<file path="src/logic/gpio5_pkg.sv">
// package for the five-bit port block: register map, field positions, reset values, carriers
// assumes a 32-bit AHB-Lite slave with one aligned word per register
// What this block does
// - five bidirectional pins 0..4, each with a port, direction and output latch bit.
// - direction bit 0 drives the pin from its latch bit, 1 makes it an input read back through the port register.
// - an active peripheral forces a pin to output or input regardless of the direction bit.
// - a peripheral override is never stored in the direction register, so read-modify-write keeps software values.
// - port register bits 7, 6, 5 hold the pull-up enables of ports D, E and J; setting one enables them.
// - direction register bits 7, 6, 5 select open-drain drive for SPI, capture/compare two and one.
// - output latch bit 6 makes the first serial port's output open-drain.
// - output latch bit 7 makes pin 1 open-drain while the second serial module is active.
// - output latch bit 5 is not implemented and reads as zero.
// - on the 64-pin variant the port J pull-up enable is unimplemented and reads as zero.
// - the second serial module's transmit or sync data output on pin 1 or 2 takes priority over latch data.
// - with direction 1, pin 1 feeds the sync clock input and pin 2 the async receive input of the serial module.
package gpio5_pkg;
    localparam int PINS = 5;
    localparam logic [7:0] OFS_PORT = 8'h00;
    localparam logic [7:0] OFS_LATCH = 8'h04;
    localparam logic [7:0] OFS_DIR = 8'h08;
    localparam int B_PU_D = 7;
    localparam int B_PU_E = 6;
    localparam int B_PU_J = 5;
    localparam int B_OD_SPI = 7;
    localparam int B_OD_CC2 = 6;
    localparam int B_OD_CC1 = 5;
    localparam int B_OD_SER2 = 7;
    localparam int B_OD_SER1 = 6;
    localparam logic [7:0] LATCH_MASK = 8'hDF;
    localparam logic [7:0] PORT_RST = 8'h00;
    localparam logic [7:0] LATCH_RST = 8'h00;
    localparam logic [7:0] DIR_RST = 8'hFF;
    localparam logic [1:0] HTRANS_NONSEQ = 2'h2;
    localparam logic [1:0] HTRANS_SEQ = 2'h3;
    // serial module pin requests
    typedef struct packed {
        logic active;
        logic tx_en;
        logic tx;
        logic dt_en;
        logic dt;
    } serial2_req_s;
    // open-drain and pull-up selects towards other blocks
    typedef struct packed {
        logic port_d_pullup_en;
        logic port_e_pullup_en;
        logic port_j_pullup_en;
        logic spi_open_drain_sel;
        logic capcmp2_open_drain_sel;
        logic capcmp1_open_drain_sel;
        logic serial1_open_drain_sel;
    } side_ctl_s;
endpackage

</file>
<file path="src/logic/gpio5_port.sv">
// five-bit bidirectional port with AHB-Lite register access
// assumes pins arrive asynchronously; serial module signals share clk
`timescale 1ns/100ps
module gpio5_port #(
    parameter bit PIN64 = 1'b0
) (
    input wire logic clk,
    input wire logic arst_n,
    input wire logic hsel,
    input wire logic [31:0] haddr,
    input wire logic [1:0] htrans,
    input wire logic hwrite,
    input wire logic [2:0] hsize,
    input wire logic [31:0] hwdata,
    input wire logic hready,
    output logic [31:0] hrdata,
    output logic hreadyout,
    output logic hresp,
    input wire logic [4:0] pin_in,
    output logic [4:0] pin_out,
    output logic [4:0] pin_oe,
    input wire logic [4:0] periph_force_out,
    input wire logic [4:0] periph_force_in,
    input wire logic [4:0] periph_out,
    input wire gpio5_pkg::serial2_req_s ser2,
    output logic serial2_sync_clock,
    output logic serial2_async_rx,
    output logic serial2_sync_data,
    output gpio5_pkg::side_ctl_s side_ctl
);
    logic [7:0] pullup_reg;
    logic [7:0] latch_reg;
    logic [7:0] dir_reg;
    logic [7:0] pullup_next;
    logic [7:0] latch_next;
    logic [7:0] dir_next;
    logic [4:0] sync1_reg;
    logic [4:0] pin_sync_reg;
    logic wr_pend_reg;
    logic [7:0] wr_addr_reg;
    logic [7:0] rd_data;
    logic [4:0] out_val;
    logic [4:0] dir_eff;
    logic [4:0] drv;
    logic [4:0] od;
    logic take;

    assign hreadyout = 1'b1;
    assign hresp = 1'b0;
    assign take = hsel && hready && (htrans == gpio5_pkg::HTRANS_NONSEQ || htrans == gpio5_pkg::HTRANS_SEQ);

    // two-stage pin synchroniser
    always_ff @(posedge clk or negedge arst_n) begin
        if (!arst_n) begin
            sync1_reg <= 5'h00;
            pin_sync_reg <= 5'h00;
        end else begin
            sync1_reg <= pin_in;
            pin_sync_reg <= sync1_reg;
        end
    end

    // address phase capture for writes
    always_ff @(posedge clk or negedge arst_n) begin
        if (!arst_n) begin
            wr_pend_reg <= 1'b0;
            wr_addr_reg <= 8'h00;
        end else if (hready) begin
            wr_pend_reg <= take && hwrite;
            wr_addr_reg <= haddr[7:0];
        end
    end

    // next register values: only a completed write data phase loads the addressed register
    always_comb begin
        pullup_next = pullup_reg;
        latch_next = latch_reg;
        dir_next = dir_reg;
        if (wr_pend_reg && hready) begin
            if (wr_addr_reg == gpio5_pkg::OFS_PORT) begin
                latch_next[4:0] = hwdata[4:0];
                pullup_next = {hwdata[7:6], hwdata[5] & ~PIN64, 5'h00};
            end else if (wr_addr_reg == gpio5_pkg::OFS_LATCH) begin
                latch_next = hwdata[7:0] & gpio5_pkg::LATCH_MASK;
            end else if (wr_addr_reg == gpio5_pkg::OFS_DIR) begin
                dir_next = hwdata[7:0];
            end
        end
    end

    // pull-up enables for the three neighbouring ports
    always_ff @(posedge clk or negedge arst_n) begin
        if (!arst_n) begin
            pullup_reg <= gpio5_pkg::PORT_RST;
        end else begin
            pullup_reg <= pullup_next;
        end
    end

    // output latch and serial open-drain selects
    always_ff @(posedge clk or negedge arst_n) begin
        if (!arst_n) begin
            latch_reg <= gpio5_pkg::LATCH_RST;
        end else begin
            latch_reg <= latch_next;
        end
    end

    // direction bits; peripheral overrides never land here, so read-modify-write stays safe
    always_ff @(posedge clk or negedge arst_n) begin
        if (!arst_n) begin
            dir_reg <= gpio5_pkg::DIR_RST;
        end else begin
            dir_reg <= dir_next;
        end
    end

    // read mux, registered at the address phase; a write finishing on the same edge is forwarded
    // so that a back-to-back read after write returns the new value
    always_comb begin
        rd_data = 8'h00;
        if (haddr[7:0] == gpio5_pkg::OFS_PORT) begin
            rd_data = {pullup_next[7:5], pin_sync_reg};
        end else if (haddr[7:0] == gpio5_pkg::OFS_LATCH) begin
            rd_data = latch_next & gpio5_pkg::LATCH_MASK;
        end else if (haddr[7:0] == gpio5_pkg::OFS_DIR) begin
            rd_data = dir_next;
        end
    end

    always_ff @(posedge clk or negedge arst_n) begin
        if (!arst_n) begin
            hrdata <= 32'h0000_0000;
        end else if (take && !hwrite) begin
            hrdata <= {24'h00_0000, rd_data};
        end
    end

    // effective direction and output value per pin
    always_comb begin
        dir_eff = (dir_reg[4:0] | periph_force_in) & ~periph_force_out;
        out_val = (latch_reg[4:0] & ~periph_force_out) | (periph_out & periph_force_out);
        if (ser2.tx_en) begin
            dir_eff[1] = 1'b0;
            out_val[1] = ser2.tx;
        end
        if (ser2.dt_en) begin
            dir_eff[2] = 1'b0;
            out_val[2] = ser2.dt;
        end
        od = 5'h00;
        od[1] = ser2.active && latch_reg[gpio5_pkg::B_OD_SER2];
        drv = ~dir_eff & ~(od & out_val);
    end

    // pin drivers registered for clean outputs
    always_ff @(posedge clk or negedge arst_n) begin
        if (!arst_n) begin
            pin_out <= 5'h00;
            pin_oe <= 5'h00;
        end else begin
            pin_out <= out_val & ~od;
            pin_oe <= drv;
        end
    end

    // serial inputs and side controls
    always_comb begin
        serial2_sync_clock = pin_sync_reg[1] & dir_reg[1];
        serial2_async_rx = pin_sync_reg[2] & dir_reg[2];
        serial2_sync_data = pin_sync_reg[2];
        side_ctl.port_d_pullup_en = pullup_reg[gpio5_pkg::B_PU_D];
        side_ctl.port_e_pullup_en = pullup_reg[gpio5_pkg::B_PU_E];
        side_ctl.port_j_pullup_en = pullup_reg[gpio5_pkg::B_PU_J] & ~PIN64;
        side_ctl.spi_open_drain_sel = dir_reg[gpio5_pkg::B_OD_SPI];
        side_ctl.capcmp2_open_drain_sel = dir_reg[gpio5_pkg::B_OD_CC2];
        side_ctl.capcmp1_open_drain_sel = dir_reg[gpio5_pkg::B_OD_CC1];
        side_ctl.serial1_open_drain_sel = latch_reg[gpio5_pkg::B_OD_SER1];
    end
endmodule

</file>
<file path="config.mk">
export PLATFORM = sky130hd
export DESIGN_NAME = gpio5_port
export DESIGN_NICKNAME = d
export VERILOG_FILES = /design/src/logic/gpio5_pkg.sv /design/src/logic/gpio5_port.sv
export SDC_FILE = /design/constraint.sdc
export NUM_CORES = 1
export LEC_CHECK = 0
export BUFFER_PORTS_ARGS = -buffer_cell sky130_fd_sc_hd__buf_2
export CORE_MARGIN = 2
export CORE_UTILIZATION = 46
export CTS_BUF_LIST = sky130_fd_sc_hd__clkbuf_16
export CTS_CLUSTER_SIZE = 24
export DETAILED_ROUTE_END_ITERATION = 6
export PLACE_DENSITY = 0.83
export SYNTH_ARGS = -nofsm -noshare
export SYNTH_HDL_FRONTEND = slang
export SYNTH_SLANG_ARGS = --single-unit
</file>
<file path="constraint.sdc">
create_clock -name clk -period 5.2 [get_ports clk]
set_clock_uncertainty 0.1 [all_clocks]
set_input_delay 0.26 -clock clk [delete_from_list [all_inputs] [get_ports clk]]
set_output_delay 0.26 -clock clk [all_outputs]
set_load 0.1 [all_outputs]
</file>
After elaboration in Yosys (flattened, before gate mapping)
Cells that the tools add are included.
{ "classes": {"n_eq_ne": 6, "n_mux": 17, "bitwise": 14, "reduce_logical": 10} }
{ "op_table": {"columns": ["op", "count"], "rows": [
  ["2-to-1 mux 8 bit", 11],
  ["AND 5 bit", 5],
  ["equality test 8 x 3 -> 1 bit, second input constant", 2],
  ["equality test 8 x 4 -> 1 bit, second input constant", 2],
  ["zero test 8 bit", 2],
  ["NOT 5 bit", 3],
  ["bitwise OR 5 bit", 2],
  ["logical AND 1 bit", 6],
  ["AND 2 x 5 -> 5 bit", 1],
  ["2-to-1 mux 5 bit", 1],
  ["NOT 2 -> 5 bit", 1],
  ["equality test 2 bit, second input constant", 2],
  ["2-to-1 mux 1 bit", 4],
  ["2-to-1 mux 3 bit", 1],
  ["AND 1 bit", 2],
  ["zero test 1 bit", 1],
  ["logical OR 1 bit", 1]
]} }
{ "word_totals": {"regBits": 55, "out_inout_bits": 54, "elab_cells": 57} }

Longest topological paths before layout
{ "logic_depth": {"word_depth": 8, "mapped_depth": 6, "mapped_depth_nobuf": 5} }

Worst setup path before layout
OpenSTA, ideal clock, no wires.
{ "synth_timing": {"path_kind": "register -> register", "startpoint": "register wr_addr_reg[7]", "endpoint": "register hrdata[5]", "setup_ns": 0.124, "t_arrival_ns": 2.140, "required_ns": 4.976, "path_slack_ns": 2.836, "path_stages_with_launch": 7, "n_path_buf": 1, "synth_period_minus_slack_ns": 2.364, "cell_sequence": "dfrtp_1 > or4_4 > or4_4 > buf_6 > mux2_4 > and2_0 > a211o_1"} }
{ "synth_via": {"elab_cells_between_ends": 12, "cone_classes": "eq/ne: 2; mux: 9; reduce/logical: 1"} }
{ "synth_lines": {"columns": ["item", "line_no", "source"], "rows": [
  ["from (decl)", "gpio5_port.sv:40", "logic [7:0] wr_addr_reg;"],
  ["from (signal assigned)", "gpio5_port.sv:70", "wr_addr_reg <= haddr[7:0];"],
  ["zero test 8 bit", "gpio5_port.sv:80", "if (wr_addr_reg == gpio5_pkg::OFS_PORT) begin"],
  ["2-to-1 mux 8 bit", "gpio5_port.sv:80", null],
  ["2-to-1 mux 8 bit", "gpio5_port.sv:79", "if (wr_pend_reg && hready) begin"],
  ["named net pullup_next[5]", "gpio5_port.sv:34", "logic [7:0] pullup_next;"],
  ["2-to-1 mux 8 bit", "gpio5_port.sv:122", "if (haddr[7:0] == gpio5_pkg::OFS_PORT) begin"],
  ["to (signal assigned)", "gpio5_port.sv:135", "hrdata <= {24'h00_0000, rd_data};"],
  ["to (decl)", "gpio5_port.sv:16", "output logic [31:0] hrdata,"]
]} }
The timed path passes the listed nets, and every way through them passes these cells.
A chain may end at the register's enable or synchronous reset.

Worst setup path after layout
{ "layout_timing": {"startpoint": "register wr_addr_reg[7]", "endpoint": "register hrdata[7]"} }
{ "layout_via": {"elab_chain_cells": 8, "elab_cells_between_ends": 15, "cone_classes": "eq/ne: 2; mux: 12; reduce/logical: 1"} }
{ "layout_rtl": {"columns": ["item", "line_no", "source"], "rows": [
  ["equality test 8 x 4 -> 1 bit", "gpio5_port.sv:85", "end else if (wr_addr_reg == gpio5_pkg::OFS_DIR) begin"],
  ["2-to-1 mux 8 bit", "gpio5_port.sv:85", null],
  ["2-to-1 mux 8 bit", "gpio5_port.sv:83", "end else if (wr_addr_reg == gpio5_pkg::OFS_LATCH) begin"],
  ["2-to-1 mux 8 bit *", "gpio5_port.sv:80", null],
  ["2-to-1 mux 8 bit *", "gpio5_port.sv:79", null],
  ["named net dir_next[7]", "gpio5_port.sv:36", "logic [7:0] dir_next;"],
  ["2-to-1 mux 8 bit *", "gpio5_port.sv:126", "end else if (haddr[7:0] == gpio5_pkg::OFS_DIR) begin"],
  ["2-to-1 mux 8 bit *", "gpio5_port.sv:124", "end else if (haddr[7:0] == gpio5_pkg::OFS_LATCH) begin"],
  ["2-to-1 mux 8 bit *", "gpio5_port.sv:122", null]
]} }
The timed path passes the listed nets; every way through them passes the cells marked *.

==> metrics.csv <==
metric;value;unit
die-width;77.4;um
number_of_inserted_filler_cells_in_the_final_layout;446;
post_synth_and_or_nand_nor_area_fraction;10.0;%
sequential_cell_area;0.00139;mm2
rsz_0062_raised_after_global_routing;no;
max-vdd-ir-drop;0.000192;V
timing.critical_path.from_type;flip-flop;
timing.hold.ws;-0.00753;ns
gr-usage-met1;20.3;%
syn-cell-area;0.00247;mm2
ctsLongestPathBuffers;2;
synth_flop_cell;sky130_fd_sc_hd__dfrtp_1;
chipHeight;77.4;um
synth_sequential_area_ratio;56.0;%
final_layout_size_suffix_gt1_share;45.1;%
global_route.usage.met2;27.1;%
dp_cells;332;
critical_path_required_time;5.27;ns
ffs_latches_synth;55;
tritoncts;built;
p_leak;1.49;nW
number_of_design_rule_violations_left_by_the_first_detailed_router_iteration;80;
synthesis.area_per_instance;12.4;um2
clkSlewWorstSetupHoldPaths;0.07;ns
post_synth_xor_area_fraction;0;%
n_antenna_cell;0;
grt_usage;16.2;%
drv_cap;0;
ant_nets;0;
slowest_stage_delay_cp;0.63;ns
fraction_of_the_mapped_netlist_area_in_compound_gates;8.75;%
path_class;flip-flop to flip-flop;
timing.final.crit_share;51.6;%
fin_total_pwr;0.981;mW
synth_top_family_by_area;multiplexers;
grt_pass1_wl;7.68;mm
tritoncts_num_sinks;55;
max-slew-margin-rel;36.7;%
cp.arrival;2.76;ns
post-route-min-period;2.68;ns
core_region_area;0.00514;mm2
power.density;330;mW/mm2
numCtsBuffers;5;
synth_edf_count;0;
min_path_type;input pin to async pin;
dr_total_vias;1708;
grt.overflow.total;0;
crit_path_cell_trace;nor4_1, nand4b_1, mux2_2, a22o_1, a31o_2;
clkLatencyLatePin;0.28;ns
finalMaxSlewViolations;0;
max_freq;373;MHz
fp-row-count;26;
die-area;0.00598;mm2
setup_crit_end_kind;flip-flop;
globalplace.congestion;0.762;
timing.critical_path.fanout_max;8;
number_of_antenna_violations_at_the_first_check_in_global_routing;0;
drt_first_pass_iters;4;
route.detailed.drc;0;
i_o_buffers;74;
grt_start_max_net_pins;56;
busiest_layer;met2;
fin_nets;373;
setup_viol;0;
outcome;finished with violations;
grtUsageMet3;3.37;%
post_synth_mux_area_share;14.2;%
clock_root_buffer;sky130_fd_sc_hd__clkbuf_16;
worstMarginPinSlew;0.947;ns
tns;0;ns
failed_checks;hold timing;
hold_viol;4;
synth.lib_cells_used.distinct;38;
finalNonFillerCells;345;
syn2layout_area_growth;20.2;%
post_detailed_route_via_to_cell_ratio;4.95;
postSynthCellCount;200;
multi_input_area;918;um2
async_flop_share;100;%
place_hpwl;3.36;mm
avgRoutedWirePerCell;13.5;um
clock_tree.htree_level_count;2;
synth_fa_ha_area_share;0;%
ioPinCount;153;
crit_slowest_cell;sky130_fd_sc_hd__nand4b_1;
cts-resized-gates;0;
initial_utilization;48.1;%
pre_cts_slack;2.52;ns
final.setup.worst_slack;2.52;ns
vias_in_the_first_global_route;1687;
ys_warn_count;0;
finalWirelength;4.66;mm
## report_power, final
| part | internal [mW] | switching, mW |
|---|---|---|
| registers | 0.448 | 0.0113 |
| logic | 0.0378 | 0.164 |
| clock network | 0.178 | 0.142 |
## metrics by stage
step / cell area (um2) / util, %
final: 2970 / 57.9
after global routing: 2970 / 57.9
after CTS: 2970 / 57.9
after detailed placement: 2780 / 54.0
after global placement: 2780 / 54.0
after floorplan: 2560 / -
## logic make-up (layout without fill, tap and decap cells)
group	count (synthesis)	count (layout)
buffers and inverters	39	90
flip-flops	55	55
other	2	26
multiplexers	31	31
AO/OA/AOI/OAI	30	30
AND/OR/NAND/NOR	43	43
## metal layers
metal	part of all wire, %	up-vias
met2	49	71
met5	0	-
met1	41	825
li1	-	801
met3	6.8	11
met4	2.6	0
## worst paths after layout
path	startpoint	end	slack (ns)	cells after the start
min in group clk	periph_force_in[3]	pin_oe[3]	0.04	2
hold reg to reg	sync1_reg[2]	pin_sync_reg[2]	0.25	0
setup / recovery	wr_addr_reg[7]	hrdata[7]	2.52	5
max in group asynchronous	arst_n	hrdata[4]	4.56	2
hold / removal	arst_n	hrdata[7]	-0.008	2
setup reg to reg	wr_addr_reg[7]	hrdata[7]	2.52	5
## critical path, delay by kind of cell, from the launching register on
family	cells	cell delay (ns)
flops	1	0.39
mux	1	0.49
simple gates	2	1.18
compound gates	2	0.40
## layout by cell type, fill, tap and decap left out, types with 2 or more instances in the layout
cell                            count
sky130_fd_sc_hd__dlygate4sd3_1      5
sky130_fd_sc_hd__o21ai_0            4
sky130_fd_sc_hd__nor2_1            19
sky130_fd_sc_hd__dfrtp_1           47
sky130_fd_sc_hd__a22o_1             2
sky130_fd_sc_hd__inv_1              3
sky130_fd_sc_hd__mux2i_1            2
sky130_fd_sc_hd__clkbuf_16          5
sky130_fd_sc_hd__or4_4              2
sky130_fd_sc_hd__nand4b_1           3
sky130_fd_sc_hd__nand2_1            3
sky130_fd_sc_hd__a21oi_1            3
sky130_fd_sc_hd__nor4_1             4
sky130_fd_sc_hd__and2_1             3
sky130_fd_sc_hd__buf_2             74
sky130_fd_sc_hd__mux2_2            28
sky130_fd_sc_hd__dfstp_2            8
sky130_fd_sc_hd__clkinv_4           2
sky130_fd_sc_hd__conb_1            26
sky130_fd_sc_hd__o21bai_1           3
sky130_fd_sc_hd__o31ai_1            5
sky130_fd_sc_hd__a22oi_1            6
## synth_stat cells (3+ instances only)
cell,instances,area [um2]
sky130_fd_sc_hd__nor4_1,4,25.0
sky130_fd_sc_hd__o21ai_0,4,20.0
sky130_fd_sc_hd__and2_1,3,18.8
sky130_fd_sc_hd__dfstp_2,8,210
sky130_fd_sc_hd__dfrtp_1,47,1180
sky130_fd_sc_hd__nand4b_1,3,26.3
sky130_fd_sc_hd__mux2_2,28,315
sky130_fd_sc_hd__a21oi_1,3,15.0
sky130_fd_sc_hd__clkbuf_1,6,22.5
sky130_fd_sc_hd__nand2_1,3,11.3
sky130_fd_sc_hd__o31ai_1,5,37.5
sky130_fd_sc_hd__buf_4,30,225
sky130_fd_sc_hd__nor2_1,19,71.3
sky130_fd_sc_hd__o21bai_1,3,22.5
sky130_fd_sc_hd__a22oi_1,6,45.0
## what timing repair did
item                                   in CTS  in global routing
buffers inserted                            0                  0
hold buffers                                5                  0
endpoints found under the hold margin       5                  0
## cell type report
class	instances	area share (%)
clock buffers	5	4.21
repair buffers	80	14.4
clock inverters	3	0.715
multi-input cells	130	30.9
inverters	2	0.252
flip-flops and latches	55	46.6
well taps	70	2.94
Power figures use the tool's default switching activity.
